**src/hdl/cce_pkg.sv**
```systemverilog
package cce_pkg;

    // Code width and line tag width
    localparam int CCE_CODE_W = 16;
    localparam int CCE_LINE_W = 12;

    // Correction tracking sizes
    localparam int CCE_TRACK_ENTRIES = 4;
    localparam int CCE_POST_LIMIT = 3;

    // Field positions inside the compound code
    localparam int CCE_F_BIT = 12;
    localparam int CCE_BUS_MARK = 11;
    localparam int CCE_PP_LSB = 9;
    localparam int CCE_T_BIT = 8;
    localparam int CCE_CACHE_MARK = 8;
    localparam int CCE_MEM_MARK = 7;
    localparam int CCE_RQ_LSB = 4;
    localparam int CCE_MMM_LSB = 4;
    localparam int CCE_TLB_MARK = 4;
    localparam int CCE_TT_LSB = 2;
    localparam int CCE_II_LSB = 2;
    localparam int CCE_GEN_MARK_LSB = 2;
    localparam int CCE_LL_LSB = 0;
    localparam int CCE_CH_LSB = 0;

    // Fixed values and reset values
    localparam logic [1:0] CCE_GEN_MARK = 2'h3;
    localparam logic [3:0] CCE_CH_GENERIC = 4'hF;
    localparam logic [3:0] CCE_CH_MAX = 4'hE;
    localparam logic [15:0] CCE_CODE_RST = 16'h0000;

    // Code layouts
    typedef enum logic [2:0] {
        lay_gen_cache = 3'h0, lay_tlb = 3'h1, lay_memctl = 3'h2,
        lay_cache = 3'h3, lay_bus = 3'h4
    } cce_layout_t;

    // Sub-field encodings
    typedef enum logic [1:0] {txn_insn = 2'h0, txn_data = 2'h1, txn_generic = 2'h2} cce_txn_t;
    typedef enum logic [1:0] {
        level_zero = 2'h0, level_one = 2'h1, level_two = 2'h2, level_any = 2'h3
    } cce_level_t;
    typedef enum logic [3:0] {
        req_generic_err = 4'h0, req_generic_rd = 4'h1, req_generic_wr = 4'h2,
        req_data_load = 4'h3, req_data_store = 4'h4, req_insn_fetch = 4'h5,
        req_prefetch = 4'h6, req_line_castout = 4'h7, req_snoop = 4'h8
    } cce_req_t;
    typedef enum logic [1:0] {
        local_originator = 2'h0, local_answerer = 2'h1, third_party_watch = 2'h2,
        part_generic = 2'h3
    } cce_part_t;
    typedef enum logic [1:0] {space_memory = 2'h0, space_io = 2'h2, space_other = 2'h3} cce_space_t;
    typedef enum logic [2:0] {
        unspecified_mem_req = 3'h0, mem_read = 3'h1, mem_write = 3'h2,
        cmd_path_fault = 3'h3, scrub_fault = 3'h4
    } cce_memtxn_t;

    // What the detector knows about the failing access
    typedef enum logic [2:0] {
        act_unknown = 3'h0, act_read = 3'h1, act_write = 3'h2,
        act_prefetch = 3'h3, act_castout = 3'h4, act_snoop = 3'h5
    } cce_action_t;
    typedef enum logic [1:0] {src_unknown = 2'h0, src_insn = 2'h1, src_data = 2'h2} cce_src_t;

    // One error report from a detector
    typedef struct packed {
        cce_layout_t layout;
        logic corrected;
        cce_src_t src;
        cce_action_t action;
        logic level_known;
        logic [1:0] hier_level;
        logic part_known;
        logic [1:0] participation;
        logic timed_out;
        logic [1:0] space_kind;
        logic [2:0] memctl_txn;
        logic channel_known;
        logic [3:0] channel_index;
        logic [CCE_LINE_W-1:0] line_id;
    } cce_err_t;

endpackage

```
**src/hdl/cce_encoder.sv**
```systemverilog
// Notes on behaviour
// - Cache, TLB, generic cache code layouts
// - Memory controller and bus code layouts
// - Bit 12 marks corrected filtering active
// - Repeat corrections on a line suppressed
// - Uncorrected errors always posted
// - Transaction type: instruction, data, generic
// - Unknown transaction type reports generic
// - Level: zero, one, two, generic
// - Unknown level reports generic
// - Request sub-field nine encodings
// - Unknown action reports generic error
// - Unknown source gives generic read/write
// - Castout and snoop only in cache codes
// - Participation: originator, answerer, observer, generic
// - Time-out bit set when request timed out
// - Space: memory, I/O, other; 01 unused
// - Memory transaction codes, 101-111 unused
// - Channel number or 1111 when unknown
// - Record code and set logged flag
`timescale 1ns/1ps
module cce_encoder import cce_pkg::*; #(
    parameter int ENTRIES = CCE_TRACK_ENTRIES,
    parameter int POST_LIMIT = CCE_POST_LIMIT
) (
    // Clock and reset
    input wire logic ref_clk,
    input wire logic reset,
    // Error report from detectors
    input wire logic err_valid,
    input wire cce_err_t err_info,
    // Capability strap for correction tracking
    input wire logic enh_track_en,
    // Software clear of the recorded entry
    input wire logic status_clear,
    // Recorded status
    output logic [CCE_CODE_W-1:0] status_code,
    output cce_layout_t status_layout,
    output logic entry_logged_flag,
    output logic post_pulse,
    output logic drop_pulse
);

    typedef struct packed {
        logic [CCE_CODE_W-1:0] code;
        cce_layout_t layout;
        logic logged;
        logic held_uncorr;
        logic post;
        logic drop;
    } cce_enc_state_t;

    cce_enc_state_t st_r, st_nxt;
    logic filt_post;
    logic filt_bit;

    // Transaction type from what the detector knows
    function automatic cce_txn_t txn_code(input cce_src_t s);
        case (s)
            src_insn: txn_code = txn_insn;
            src_data: txn_code = txn_data;
            default: txn_code = txn_generic;
        endcase
    endfunction

    // Hierarchy level, generic when unknown or out of range
    function automatic cce_level_t level_code(input logic known, input logic [1:0] lv);
        if (known && lv != 2'h3) begin
            level_code = cce_level_t'(lv);
        end else begin
            level_code = level_any;
        end
    endfunction

    // Request type; castout and snoop only when the layout is a cache code
    function automatic cce_req_t req_code(input cce_action_t a, input cce_src_t s,
                                          input logic cache_lay);
        case (a)
            act_read: begin
                case (s)
                    src_insn: req_code = req_insn_fetch;
                    src_data: req_code = req_data_load;
                    default: req_code = req_generic_rd;
                endcase
            end
            act_write: begin
                // There is no instruction write code, so only data is specific
                req_code = (s == src_data) ? req_data_store : req_generic_wr;
            end
            act_prefetch: req_code = req_prefetch;
            act_castout: req_code = cache_lay ? req_line_castout : req_generic_err;
            act_snoop: req_code = cache_lay ? req_snoop : req_generic_err;
            default: req_code = req_generic_err;
        endcase
    endfunction

    // Participation, generic when unknown
    function automatic cce_part_t part_code(input logic known, input logic [1:0] p);
        part_code = known ? cce_part_t'(p) : part_generic;
    endfunction

    // Space kind; the unused value folds into other transaction
    function automatic cce_space_t space_code(input logic [1:0] sp);
        space_code = (sp == 2'h1) ? space_other : cce_space_t'(sp);
    endfunction

    // Memory transaction; unused values fold into generic
    function automatic cce_memtxn_t mem_code(input logic [2:0] m);
        mem_code = (m > 3'h4) ? unspecified_mem_req : cce_memtxn_t'(m);
    endfunction

    // Channel number, or the generic value when not given
    function automatic logic [3:0] chan_code(input logic known, input logic [3:0] c);
        chan_code = (known && c <= CCE_CH_MAX) ? c : CCE_CH_GENERIC;
    endfunction

    // Assemble the full compound code for one report
    function automatic logic [CCE_CODE_W-1:0] build_code(input cce_err_t e, input logic f);
        logic [CCE_CODE_W-1:0] c;
        logic cache_lay;
        c = CCE_CODE_RST;
        cache_lay = (e.layout == lay_cache);
        c[CCE_F_BIT] = f;
        case (e.layout)
            lay_tlb: begin
                c[CCE_TLB_MARK] = 1'b1;
                c[CCE_TT_LSB +: 2] = txn_code(e.src);
                c[CCE_LL_LSB +: 2] = level_code(e.level_known, e.hier_level);
            end
            lay_memctl: begin
                c[CCE_MEM_MARK] = 1'b1;
                c[CCE_MMM_LSB +: 3] = mem_code(e.memctl_txn);
                c[CCE_CH_LSB +: 4] = chan_code(e.channel_known, e.channel_index);
            end
            lay_cache: begin
                c[CCE_CACHE_MARK] = 1'b1;
                c[CCE_RQ_LSB +: 4] = req_code(e.action, e.src, cache_lay);
                c[CCE_TT_LSB +: 2] = txn_code(e.src);
                c[CCE_LL_LSB +: 2] = level_code(e.level_known, e.hier_level);
            end
            lay_bus: begin
                c[CCE_BUS_MARK] = 1'b1;
                c[CCE_PP_LSB +: 2] = part_code(e.part_known, e.participation);
                c[CCE_T_BIT] = e.timed_out;
                c[CCE_RQ_LSB +: 4] = req_code(e.action, e.src, cache_lay);
                c[CCE_II_LSB +: 2] = space_code(e.space_kind);
                c[CCE_LL_LSB +: 2] = level_code(e.level_known, e.hier_level);
            end
            default: begin
                // Generic cache layout also absorbs any unknown layout value
                c[CCE_GEN_MARK_LSB +: 2] = CCE_GEN_MARK;
                c[CCE_LL_LSB +: 2] = level_code(e.level_known, e.hier_level);
            end
        endcase
        build_code = c;
    endfunction

    // Tracks repeated corrections per line
    cce_corr_filter #(
        .ENTRIES(ENTRIES),
        .POST_LIMIT(POST_LIMIT),
        .LINE_W(CCE_LINE_W)
    ) u_filter (
        .ref_clk(ref_clk),
        .reset(reset),
        .req_valid(err_valid),
        .req_corrected(err_info.corrected),
        .req_line(err_info.line_id),
        .track_en(enh_track_en),
        .post_ok(filt_post),
        .filt_bit(filt_bit)
    );

    // Next state: post, overwrite policy and clear
    always_comb begin
        logic keep_old;
        logic do_post;
        keep_old = 1'b0;
        do_post = 1'b0;
        st_nxt = st_r;
        st_nxt.post = 1'b0;
        st_nxt.drop = 1'b0;
        if (status_clear) begin
            st_nxt.logged = 1'b0;
            st_nxt.held_uncorr = 1'b0;
        end
        if (err_valid) begin
            // A correction does not overwrite a held uncorrected entry unless a clear comes in the same cycle
            keep_old = err_info.corrected && st_r.logged && st_r.held_uncorr && !status_clear;
            do_post = (!err_info.corrected || filt_post) && !keep_old;
            if (do_post) begin
                // Set wins over a clear in the same cycle
                st_nxt.code = build_code(err_info, err_info.corrected && filt_bit);
                st_nxt.layout = (err_info.layout > lay_bus) ? lay_gen_cache : err_info.layout;
                st_nxt.logged = 1'b1;
                st_nxt.held_uncorr = !err_info.corrected;
                st_nxt.post = 1'b1;
            end else begin
                st_nxt.drop = 1'b1;
            end
        end
    end

    // State register
    always_ff @(posedge ref_clk) begin
        if (reset) begin
            st_r <= '{code: CCE_CODE_RST, layout: lay_gen_cache, default: '0};
        end else begin
            st_r <= st_nxt;
        end
    end

    // Outputs straight from the state flops
    assign status_code = st_r.code;
    assign status_layout = st_r.layout;
    assign entry_logged_flag = st_r.logged;
    assign post_pulse = st_r.post;
    assign drop_pulse = st_r.drop;
endmodule // cce_encoder

```
**src/hdl/cce_corr_filter.sv**
```systemverilog
`timescale 1ns/1ps
module cce_corr_filter import cce_pkg::*; #(
    parameter int ENTRIES = CCE_TRACK_ENTRIES,
    parameter int POST_LIMIT = CCE_POST_LIMIT,
    parameter int LINE_W = CCE_LINE_W
) (
    // Clock and reset
    input wire logic ref_clk,
    input wire logic reset,
    // Lookup request
    input wire logic req_valid,
    input wire logic req_corrected,
    input wire logic [LINE_W-1:0] req_line,
    input wire logic track_en,
    // Verdict for the request in this cycle
    output logic post_ok,
    output logic filt_bit
);
    localparam int CNT_W = $clog2(POST_LIMIT + 1);
    localparam int PTR_W = (ENTRIES > 1) ? $clog2(ENTRIES) : 1;
    localparam logic [CNT_W-1:0] LIMIT = CNT_W'(POST_LIMIT);

    typedef struct packed {
        logic [ENTRIES-1:0] used;
        logic [ENTRIES-1:0][LINE_W-1:0] tag;
        logic [ENTRIES-1:0][CNT_W-1:0] count;
        logic [PTR_W-1:0] victim;
    } cce_filt_state_t;

    cce_filt_state_t st_r, st_nxt;

    // Search the tracked lines, then decide and update
    always_comb begin
        logic hit;
        logic [PTR_W-1:0] idx;
        logic [CNT_W-1:0] cnt_new;
        hit = 1'b0;
        idx = '0;
        cnt_new = '0;
        st_nxt = st_r;
        post_ok = 1'b1;
        filt_bit = 1'b0;
        for (int i = 0; i < ENTRIES; i++) begin
            if (st_r.used[i] && st_r.tag[i] == req_line && !hit) begin
                hit = 1'b1;
                idx = PTR_W'(i);
            end
        end
        // Uncorrected events bypass tracking entirely
        if (req_valid && req_corrected && track_en) begin
            if (hit) begin
                if (st_r.count[idx] >= LIMIT) begin
                    post_ok = 1'b0; // Redundant correction
                end else begin
                    cnt_new = st_r.count[idx] + CNT_W'(1);
                    st_nxt.count[idx] = cnt_new;
                    filt_bit = (cnt_new == LIMIT); // Last posting for the line
                end
            end else begin
                // Round robin replacement keeps the table small and cheap
                st_nxt.used[st_r.victim] = 1'b1;
                st_nxt.tag[st_r.victim] = req_line;
                st_nxt.count[st_r.victim] = CNT_W'(1);
                st_nxt.victim = (st_r.victim == PTR_W'(ENTRIES - 1)) ? '0 :
                    st_r.victim + PTR_W'(1);
                filt_bit = (LIMIT == CNT_W'(1));
            end
        end
    end

    // State register
    always_ff @(posedge ref_clk) begin
        if (reset) begin
            st_r <= '0;
        end else begin
            st_r <= st_nxt;
        end
    end

endmodule // cce_corr_filter

```
**config.mk**
```make
export PLATFORM = sky130hd
export DESIGN_NAME = cce_encoder
export DESIGN_NICKNAME = d
export VERILOG_FILES = /design/src/hdl/cce_pkg.sv /design/src/hdl/cce_encoder.sv /design/src/hdl/cce_corr_filter.sv
export SDC_FILE = /design/constraint.sdc
export NUM_CORES = 1
export LEC_CHECK = 0
export BUFFER_PORTS_ARGS = -buffer_cell sky130_fd_sc_hd__buf_4
export CAP_MARGIN = 20
export CORE_MARGIN = 3
export CORE_UTILIZATION = 65
export CTS_BUF_LIST = sky130_fd_sc_hd__clkbuf_2 sky130_fd_sc_hd__clkbuf_4 sky130_fd_sc_hd__clkbuf_8
export DETAILED_ROUTE_END_ITERATION = 6
export GPL_TIMING_DRIVEN = 0
export PLACE_DENSITY_LB_ADDON = 0.2
export REMOVE_ABC_BUFFERS = 1
export SLEW_MARGIN = 25
export SYNTH_ARGS = -nofsm -noshare
export SYNTH_HDL_FRONTEND = slang
export SYNTH_HIERARCHICAL = 1
export SYNTH_SLANG_ARGS = --single-unit
```
**constraint.sdc**
```tcl
create_clock -name ref_clk -period 6.6 [get_ports ref_clk]
set_input_delay 1.65 -clock ref_clk [delete_from_list [all_inputs] [get_ports ref_clk]]
set_output_delay 1.65 -clock ref_clk [all_outputs]
set_load 0.02 [all_outputs]
```
---- After elaboration in Yosys (flattened, before gate mapping) ----
Index checks and enable logic that the tools add are counted.
Widths: inputs -> output; s select.
storage, ports and cells
  bits in registers ....................... 82
  word-level logic and storage cells ...... 130
  output and inout port bits .............. 22
cells by class
  bitwise gates (word level) .............. 6
  reductions and logical operators ........ 30
  $lt $le $gt $ge ......................... 8
  $add $sub $neg .......................... 2
  eq/ne operators ......................... 20
  muxes and demuxes ....................... 48
operator list
  kind                count
  $bwmux 48           1
  $eq 12x12->1        4
  $demux 12 s2        1
  $pmux 4 s3          2
  $mux 2              10
  $pmux 4 s5          1
  $logic_and 1x1->1   18
  $mux 8              2
  $mux 3              5
  $mux 1              13
  $eq 3x2->1 const B  4
  $mux 12             1
  $eq 3x3->1 const B  3
  $pmux 3 s3          1
  $bwmux 8            1
  $demux 2 s2         2
  $mux 4              2
  $or 4x4->4          2
  $eq 2x2->1 const B  3
  $eq 3x1->1 const B  2
  $gt 3x3->1 const B  2
  $logic_not 1->1     6
  $lt 2x3->1 const B  2
  $pmux 3 s2          1
  17 further kinds    25

---- Longest topological paths before layout ----
Gate-level depths: netlist of run 1.
  depth in word-level cells ............... 22
  mapped depth ............................ 17
  mapped depth without buffers ............ 12

---- Hierarchy ----
The synthesis of run 1 kept the hierarchy.
by module, submodules not included
  module           times used  sequential area each (um^2)  cells each  area each (um^2)
  cce_corr_filter  1           1,241.2                      377         3,525.9
  cce_encoder      1           380.4                        160         1,236.2

---- Worst setup path after synthesis of run 1 ----
OpenSTA, ideal clock, no wires.
  kind .................................... in2reg
  start point ............................. input port err_info[11] (netlist bit)
  end point ............................... register st_r (netlist bit status_code[2])
  library setup time ...................... 0.132 ns
  arrival ................................. 4.582 ns
  buffers on the path ..................... 5
  cell stages on the path ................. 16
  path slack .............................. 1.886 ns
  path through ............................ buf_2 xnor2_1 nand3_1 nor4_2 buf_2 mux2_2 o221ai_1 ha_1 clkbuf_1 nand3_1 nand2b_1 and3_1 clkbuf_1 buf_2 o21ai_0 a21oi_1
between the ends
  word-level cells in the longest chain between the ends .. 21
ends and longest elaborated chain
  item                            line                   RTL
  start: declaration              cce_encoder.sv:31      input wire cce_err_t err_info,
  $eq 12x12->1                    cce_corr_filter.sv:44  if (st_r.used[i] && st_r.tag[i] == req_line && !hit) begin
  $logic_and 1x1->1               cce_corr_filter.sv:44
  $mux 1                          cce_corr_filter.sv:44
  $logic_not 1->1                 cce_corr_filter.sv:44
  $logic_and 1x1->1               cce_corr_filter.sv:44
  $mux 1                          cce_corr_filter.sv:44
  $logic_not 1->1                 cce_corr_filter.sv:44
  $logic_and 1x1->1               cce_corr_filter.sv:44
  (+6 left out)                   n/a
  $ge 2x2->1                      cce_corr_filter.sv:52  if (st_r.count[idx] >= LIMIT) begin
  $mux 1                          cce_corr_filter.sv:52
  $mux 1 (*)                      cce_corr_filter.sv:51  if (hit) begin
  $mux 1 (*)                      cce_corr_filter.sv:50  if (req_valid && req_corrected && track_en) begin
  net filt_post                   cce_encoder.sv:54      logic filt_post;
  $logic_or 1x1->1 (*)            cce_encoder.sv:190     do_post = (!err_info.corrected || filt_post) && !keep_old;
  $logic_and 1x1->1 (*)           cce_encoder.sv:190
  $reduce_and 2->1 (no line) (*)  n/a
  end signal: assignment          cce_encoder.sv:209     st_r <= st_nxt;
  end: declaration                cce_encoder.sv:53      cce_enc_state_t st_r, st_nxt;
Mark *: on every way through the listed nets, which the timed path passes. The rest lies on a longest branch. The select of a mux whose other input is x is not followed.
A chain may end at the register's enable or synchronous reset.

---- Worst setup path after layout of run 1 ----
  start point ............................. input port err_info[4] (netlist bit)
  end point ............................... register st_r (netlist bit status_code[1])
Same word-level chain as after synthesis.

==> impl_metrics.yaml, run 1 <==
floorplanning:
  die_w_um: 91.60
  start_util_pct: 68.58
  die_area_um2: 8390
  io_pins: 65
  die_h_um: 91.60
  core_area_um2: 6944
  num_rows: 30
clock_tree:
  worstSkewPairLatency_ps: 360
  cts.sinks: 81
  ctsResizeCount: 0
  cts_max_path_buffers: 2
  cts_buffers: 9
  cts_root_buffer: "clkbuf_8"
  path_clk_slew_ps: 80
  htreeDepth: 3
  cts_setup_buffers: 0
  holdBufCountCts: 0
  cts_tree: "done"
yosys:
  ys_async_sr_fraction_pct: 0
  synth_top_cell_area_share_pct: 34.05
  ys_seq_elements: 81
  synth_top_area_cell: "dfxtp_1"
  synthTopCellsByArea: "dfxtp_1 (34%), mux2i_1 (11%), nand2_1 (7.4%)"
  synth_edf_count: 0
  ys_seq_area_share_pct: 34.05
  syn_avg_cell_area_um2: 8.868
  ys_types: 66
  synth_flop_cell: "dfxtp_1"
  synthCells: 537
  ys_warn_count: 6
  syn_area_um2: 4762
layout:
  drive_gt1_share_pct: 19.00
  fin_nets: 606
  area_delta_synth_final_pct: 9.958
  final_cell_mix: "nand2_1 (94), dfxtp_1 (81), buf_4 (61)"
  final_common_cell: "nand2_1"
  stdcell_count: 654
  diodes: 0
  fillers: 513
global_routing:
  grt_pass1_wl_um: 17620
  track_usage_pct: 26.08
  grt_antenna_before_repair: 0
  grt_pass1_vias: 3673
  grt_max_degree: 48
  grt_overflow: 0
detailed_routing:
  via_count: 3792
  first_pass_iters: 4
  drtAntennaViolNets: 0
  routed_wl_um: 10570
  drt_iter0_markers: 202
  via_per_inst: 5.798
  drc: 0
  wl_per_cell_um: 16.16
worst_setup_path:
  endpoint_kind: "flip-flop"
  r2r-start: "u_filter/st_r[26]"
  endpoint: "status_code[1]"
  crit_required_ps: 6890
  crit_fanout: 16
  rr_worst_depth: 12
  rrSetupSlack_ps: 2660
  start_kind: "input pin"
  r2r_end: "status_code[1]"
  startpoint: "err_info[4]"
  worstSetupPathType: "in2reg"
  crit_arrival_ps: 5310
sta:
  finalCriticalPeriod_ps: 5028
  slew_headroom_pct: 37.24
  timing_hold_violations_final: 0
  fin_ws_ps: 1572
  tns_ps: 0
  rsz0062_at_grt: "false"
  setup_viol: 0
  finalClockSkew_ps: 13.23
  finalMaxSlewViolations: 0
  fmax_mhz: 198.9
  period_share_pct: 76.18
  tightest_slew_ps: 936.3
power_and_ir_drop:
  p_leak_uw: 0.002199
  ir_drop_mv: 0.1715
  pwr_density_cell_nw_per_um2: 203.4
place:
  hpwl_um: 7598
  io_buffer_count: 61
  place_ws_ps: 1317
  dp_cells: 638
  gp_congestion: 0.8642
min_path:
  hold_class: "reg2reg"
  hold_path_depth: 2
run:
  max-cap-violations: 0
run_status:
  outcome: "complete, no violations"
-- state kept, by name, indices dropped and copies added (netlist names) --
register and count:
st_r 1, drop_pulse 1, u_filter/st_r 62, entry_logged_flag 1
status_layout 3, post_pulse 1, status_code 12
-- cells in the mapped netlist (2+ instances only) --
library cell and count:
nor4_2 3, dfxtp_1 81, a41o_1 2, a31o_1 2
nor3b_1 5, a21oi_1 25, nor2b_1 6, clkbuf_1 13
o211ai_1 3, xnor2_2 10, nand3_2 2, o21ai_0 7
and3_1 4, buf_4 23, o21ai_1 3, buf_2 15
o311ai_0 2, nand3_1 17, a211oi_1 9, nand4b_1 2
nor3_1 7, nand3b_1 4, xnor2_1 38, nand2b_1 4
xor2_1 2, nand4_1 10, nand2_1 94, o21a_1 3
nor4_4 2, inv_1 19, ha_1 10, nor2_1 19
buf_6 8, mux2i_1 51
-- layout make-up --
type / instances / area [um2] / share of cell area (%)
timing repair buffer: 62 / 478.0 / 9.128
clock inverter: 5 / 86.33 / 1.649
sequential: 81 / 1622 / 30.97
tap: 96 / 120.1 / 2.294
inverter: 19 / 71.32 / 1.362
multi-input combinational: 380 / 2708 / 51.71
clock buffer: 11 / 151.4 / 2.891
-- worst max-delay path, cell delays in order --
cell and delay [ps]:
buf_4 140, xnor2_1 200, nand4_1 210, nor4_4 720, a211oi_1 220, nor3_1 280
o221ai_1 190, ha_1 410, nand3_1 140, nand2b_1 120, and3_1 550, o311ai_0 270
a21oi_1 190
-- power by group --
part           internal [uW]  switching, uW
Clock                    236            189
Sequential               498           6.81
Combinational           58.9           75.8
Total                    794            271
-- metrics by stage --
stage	power (uW)	hold slack, ps	utilization, %	area, um2
floorplan	588.1	419.7	-	4383
global placement	644.1	433.5	71.44	4961
detailed placement	650.0	441.1	71.98	4999
CTS	1070	454.1	75.41	5236
global route	1104	473.3	75.41	5236
finish	1065	450.4	75.41	5236
-- metal layers --
metal | vias to the layer above | track usage [%] | routed length, um
met5 | - | 0 | 0
met4 | 0 | 11.93 | 322
met3 | 29 | 5.220 | 530
met2 | 108 | 45.47 | 5300
met1 | 1802 | 30.55 | 4413
li1 | 1853 | - | -
-- logic make-up after synthesis --
family	count (synthesis)	synth area share, %
AO/OA/AOI/OAI	71	10.01
adder cells (fa/ha/maj)	10	2.627
flip-flops	81	34.05
XOR/XNOR	50	10.77
AND/OR/NAND/NOR	194	21.89
multiplexers	52	10.96
buffers and inverters	78	9.617
other	1	0.07875
-- worst min path at each step --
| stage | startpoint | to | slack (ps) |
|---|---|---|---|
| floorplan | u_filter/st_r[58] | u_filter/st_r[58] | 420 |
| global placement | u_filter/st_r[59] | u_filter/st_r[59] | 430 |
| detailed placement | u_filter/st_r[59] | u_filter/st_r[59] | 440 |
| CTS | u_filter/st_r[59] | u_filter/st_r[59] | 450 |
| global route | u_filter/st_r[58] | u_filter/st_r[58] | 470 |
| finish | u_filter/st_r[59] | u_filter/st_r[59] | 450 |
Power figures use the tool's default switching activity.
==> inputs of run 2 (changes only) <==
ABC_AREA = 1   (was unset)
CORE_UTILIZATION = 55   (was 65)
clock period = 4.6 ns   (was 6.6 ns; I/O delays follow)
==> run 2 against run 1 <==
Die area up 38%. Sequential share of layout area down 4.4 points. Setup slack worse by 920 ps. Flip-flop and latch count unchanged. Clock skew down 5.4 ps. Combinational power up 100%. Core utilization down 14 points. First-iteration DRC count up 94%. Global-route usage down 0.69 points. Clock power up 37%. Critical path type unchanged. Largest power group unchanged.
==> impl_metrics.yaml, run 2 <==
clock_tree:
  holdBufCountCts: 0
  cts_buffers: 9
  cts_max_path_buffers: 2
  ctsResizeCount: 0
  cts_tree: "done"
  cts_setup_buffers: 0
  htreeDepth: 3
  path_clk_slew_ps: 90
  cts.sinks: 81
  worstSkewPairLatency_ps: 370
  cts_root_buffer: "clkbuf_8"
detailed_routing:
  dr_wl_met3_um: 899
  via_per_inst: 5.122
  wl_per_cell_um: 13.45
  dr_wl_met2_um: 6423
  met1Wirelength_um: 6432
  drt_iter0_markers: 392
  first_pass_iters: 5
  drtAntennaViolNets: 0
  top_layer_used: "met4"
  drc: 0
  routed_wl_um: 13990
  via_count: 5327
min_path:
  worst_hold_startpoint: "u_filter/st_r[49]"
  hold_path_depth: 2
  hold_class: "reg2reg"
  hold-path-endpoint: "u_filter/st_r[49]"
run:
  max-cap-violations: 0
worst_setup_path:
  crit_required_ps: 4920
  rrSetupSlack_ps: 1250
  worstSetupPathType: "in2reg"
  r2r-start: "u_filter/st_r[39]"
  endpoint_kind: "flip-flop"
  crit_arrival_ps: 4260
  rr_worst_depth: 18
  r2r_end: "status_code[2]"
  crit_fanout: 14
  start_kind: "input pin"
yosys:
  ys_async_sr_fraction_pct: 0
  yosysMostFrequentCell: "nand2_1"
  syn_area_um2: 5668
  synthTopCellsByArea: "dfxtp_1 (29%), nand2_1 (16%), inv_1 (7.0%)"
  synthCells: 875
  ys_seq_area_share_pct: 28.61
  ys_seq_elements: 81
  synth_top_area_cell: "dfxtp_1"
  syn_avg_cell_area_um2: 6.478
  synth_top_cell_area_share_pct: 28.61
  netlist_top_cells_count: "nand2_1 (246), inv_1 (105), nor2_1 (88), dfxtp_1 (81), a21oi_1 (61)"
  synth_flop_cell: "dfxtp_1"
  synth_edf_count: 0
  ys_warn_count: 6
  ys_types: 44
sta:
  fmax_mhz: 253.6
  rsz0062_at_grt: "false"
  finalCriticalPeriod_ps: 3943
  slew_headroom_pct: 58.18
  finalClockSkew_ps: 7.836
  finalMaxSlewViolations: 0
  period_share_pct: 85.72
  setup_viol: 0
  timing_hold_violations_final: 0
  tns_ps: 0
  tightest_slew_ps: 626.6
global_routing:
  track_usage_pct: 25.39
  grt_pass1_vias: 4875
  grt_overflow: 0
  grt_max_degree: 41
  grt_antenna_before_repair: 0
  grt_pass1_wl_um: 23370
layout:
  final_common_cell: "nand2_1"
  diodes: 0
  largest_reg_flops: 62
  drive_gt1_share_pct: 18.85
  final_cell_mix: "nand2_1 (246), inv_1 (104), nor2_1 (88)"
  fillers: 961
  area_delta_synth_final_pct: 7.726
  largest-register: "u_filter/st_r"
  multi_input_area_um2: 3117
  fin_nets: 955
  stdcell_count: 1040
  seqCellArea_um2: 1622
place:
  hpwl_um: 10900
  gp_congestion: 0.9919
  io_buffer_count: 61
  dp_cells: 1024
run_status:
  outcome: "complete, no violations"
floorplanning:
  start_util_pct: 57.20
  num_rows: 36
  die_w_um: 107.5
  die_area_um2: 11560
  io_pins: 65
  core_area_um2: 9910
  die_h_um: 107.5
power_and_ir_drop:
  pwr_density_cell_nw_per_um2: 260.1
  ir_drop_mv: 0.1998
  p_leak_uw: 0.002828
[run 2: kinds of logic (layout without fill, tap and decap cells)]
| kind of cell | count (synthesis) | after routing | share of synthesized area [%] |
|---|---|---|---|
| and+or+nand+nor | 443 | 443 | 34.92 |
| buffers and inverters | 175 | 205 | 16.53 |
| AOI/OAI and AO/OA | 160 | 160 | 16.75 |
| DFF | 81 | 81 | 28.61 |
| adders and majority gates | 10 | 10 | 2.208 |
| xor gates and xnor gates | 5 | 5 | 0.9053 |
| other | 1 | 3 | 0.06616 |
[run 2: cell type report]
cell class	count	share of cell area, %
inverter	127	8.258
timing repair buffer	62	7.828
sequential	81	26.56
multi-input combinational	621	51.05
tap	133	2.725
clock buffer	9	2.029
clock inverter	7	1.557
[run 2: critical path, stage by stage]
cell and delay, ps:
buf_4 160, inv_1 170, nand2_1 110, nand2_1 100, nor2_1 50, nand2_1 60, nor2_1 40, nand2_1 130
clkinv_1 140, nor2_2 150, inv_2 60, a211oi_1 230, nor2_1 90, ha_1 270, nand3_1 110, o21ai_1 90
nor2_2 500, nand2_1 360, nand2_1 150, o21a_1 130
[run 2: metal layers]
metal | up-vias | global-route usage (%)
met2 | 159 | 39.30
met4 | 0 | 7.124
li1 | 2786 | -
met1 | 2365 | 34.61
met5 | - | 0
met3 | 17 | 7.079
[run 2: power breakdown]
| part | total [uW] | switching, uW | internal, uW |
|---|---|---|---|
| Combinational | 275 | 177 | 98.5 |
| Sequential | 732 | 11.2 | 720 |
| Clock | 581 | 276 | 305 |
[run 2: through the flow]
| stage | total power, uW | setup WS [ps] | cell area, um2 | hold slack (ps) | utilization (%) |
|---|---|---|---|---|---|
| after floorplan | 911.9 | 1223 | 5243 | 433.9 | - |
| after global placement | 1012 | 391.3 | 5867 | 445.8 | 59.20 |
| after detailed placement | 1020 | 276.0 | 5887 | 455.7 | 59.41 |
| after CTS | 1604 | 681.2 | 6106 | 468.3 | 61.62 |
| after global routing | 1678 | 295.6 | 6106 | 492.8 | 61.62 |
| final | 1588 | 657.1 | 6106 | 470.2 | 61.62 |
[run 2: worst max-delay path by stage]
stage                            from             end  slack (ps)  cells after the start
final                     err_info[9]  status_code[2]         660                     20
after global routing      err_info[4]  status_code[2]         300                     19
after global placement    err_info[9]  status_code[3]         390                     20
after floorplan           err_info[9]  status_code[0]        1220                     19
after CTS                 err_info[9]  status_code[2]         680                     20
after detailed placement  err_info[9]  status_code[2]         280                     20
==> inputs of run 3 (changes only) <==
GPL_TIMING_DRIVEN = 1   (was 0)
==> run 3 against run 2 <==
Global-route usage increased by 1.7 points. Final cell count is essentially flat. Core utilization increased by 0.050 points. Clock skew rose by 1.5 ps. Clock-buffer cell count increased by 2. Non-clock buffer count up 1. Register-to-register slack improved by 300 ps. Critical path type unchanged. Largest power group unchanged. Highest routed layer unchanged.
==> impl_metrics.yaml, run 3 (synthesis gave the netlist of run 2 again) <==
run_status:
  outcome: "complete, no violations"
global_routing:
  grt_pass1_wl_um: 24490
  grt_pass1_vias: 4951
  track_usage_pct: 27.06
  grt_max_degree: 32
  grt_overflow: 0
  grt_antenna_before_repair: 0
clock_tree:
  worstSkewPairLatency_ps: 370
  cts_root_buffer: "clkbuf_8"
  cts.sinks: 81
  holdBufCountCts: 0
  cts_setup_buffers: 0
  htreeDepth: 3
  cts_buffers: 9
  cts_max_path_buffers: 2
  ctsResizeCount: 0
  path_clk_slew_ps: 80
  cts_tree: "done"
detailed_routing:
  routed_wl_um: 15170
  via_count: 5432
  drc: 0
  via_per_inst: 5.218
  drt_iter0_markers: 458
  drtAntennaViolNets: 0
  first_pass_iters: 5
  wl_per_cell_um: 14.58
worst_setup_path:
  crit_required_ps: 4910
  crit_fanout: 11
  endpoint_kind: "flip-flop"
  worstSetupPathType: "in2reg"
  start_kind: "input pin"
  crit_arrival_ps: 3940
sta:
  timing_hold_violations_final: 0
  finalMaxSlewViolations: 0
  finalCriticalPeriod_ps: 3632
  tightest_slew_ps: 741.4
  rsz0062_at_grt: "false"
  fmax_mhz: 275.3
  period_share_pct: 78.96
  tns_ps: 0
  setup_viol: 0
  finalClockSkew_ps: 9.302
  slew_headroom_pct: 50.52
layout:
  final_cell_mix: "nand2_1 (246), inv_1 (105), nor2_1 (88)"
  stdcell_count: 1041
  fin_nets: 956
  final_common_cell: "nand2_1"
  drive_gt1_share_pct: 18.83
  utilization_pct: 61.67
  diodes: 0
  largest-register: "u_filter/st_r"
  largest_reg_flops: 62
  final_area_um2: 6111
  area_delta_synth_final_pct: 7.815
floorplanning:
  die_h_um: 107.5
  die_area_um2: 11560
  num_rows: 36
  die_w_um: 107.5
  io_pins: 65
  start_util_pct: 57.20
  core_area_um2: 9910
place:
  hpwl_um: 11700
  place_area_um2: 5882
  gp_congestion: 0.9289
  dp_cells: 1025
  io_buffer_count: 61
min_path:
  hold_class: "reg2reg"
power_and_ir_drop:
  ir_drop_mv: 0.2748
  pwr_density_cell_nw_per_um2: 264.7
  p_leak_uw: 0.002835
run:
  max-cap-violations: 0
-- run 3: critical path, cell delays in order --
cell,delay [ps]
buf_4,150
inv_1,120
nand2_1,100
nand2_1,90
nor2_1,110
nand2_1,70
nor2_1,200
nand2_1,150
nand4_1,190
nand2_1,80
nand2_1,80
nand2_1,60
nand2_2,90
inv_1,50
ha_1,230
nand3_1,100
o21ai_1,90
nor2_2,200
buf_4,210
nand2_1,170
nand2_1,110
o21a_1,120
-- run 3: stage by stage --
step                      total power (uW)  setup WS (ps)  hold WS [ps]
after CTS                             1627           1035         470.9
after detailed placement              1023          614.4         458.0
after global routing                  1695          693.8         490.5
after global placement                1017          732.6         450.9
after floorplan                      911.9           1223         433.9
final                                 1617          968.0         468.5
-- run 3: area by class of cell --
class                           count  area, um2
Fill cell                         974       3799
Multi-Input combinational cell    621       3117
Sequential cell                    81       1622
Inverter                          127      504.2
Timing Repair Buffer               63      473.0
Tap cell                          133      166.4
Clock buffer                       11      151.4
Clock inverter                      5      77.57
-- run 3: power breakdown --
group          internal, uW  switching [uW]  total (uW)
clock network           334             273         607
registers               720            12.6         733
logic                  98.1             180         278
-- run 3: final timing paths --
path,start,end,slack [ps],cells past startpoint
setup reg to reg,u_filter/st_r[41],status_code[2],1550,21
setup / recovery,err_info[9],status_code[2],970,22
hold / removal,u_filter/st_r[13],u_filter/st_r[13],470,2
hold reg to reg,u_filter/st_r[13],u_filter/st_r[13],470,2
-- run 3: per-layer routing --
metal	vias to the layer above	global-route usage (%)	part of all wire (%)
li1	2781	-	-
met1	2482	37.61	48
met2	140	42.05	45
met3	29	6.239	5.7
met4	0	7.394	1.9
met5	-	0	0
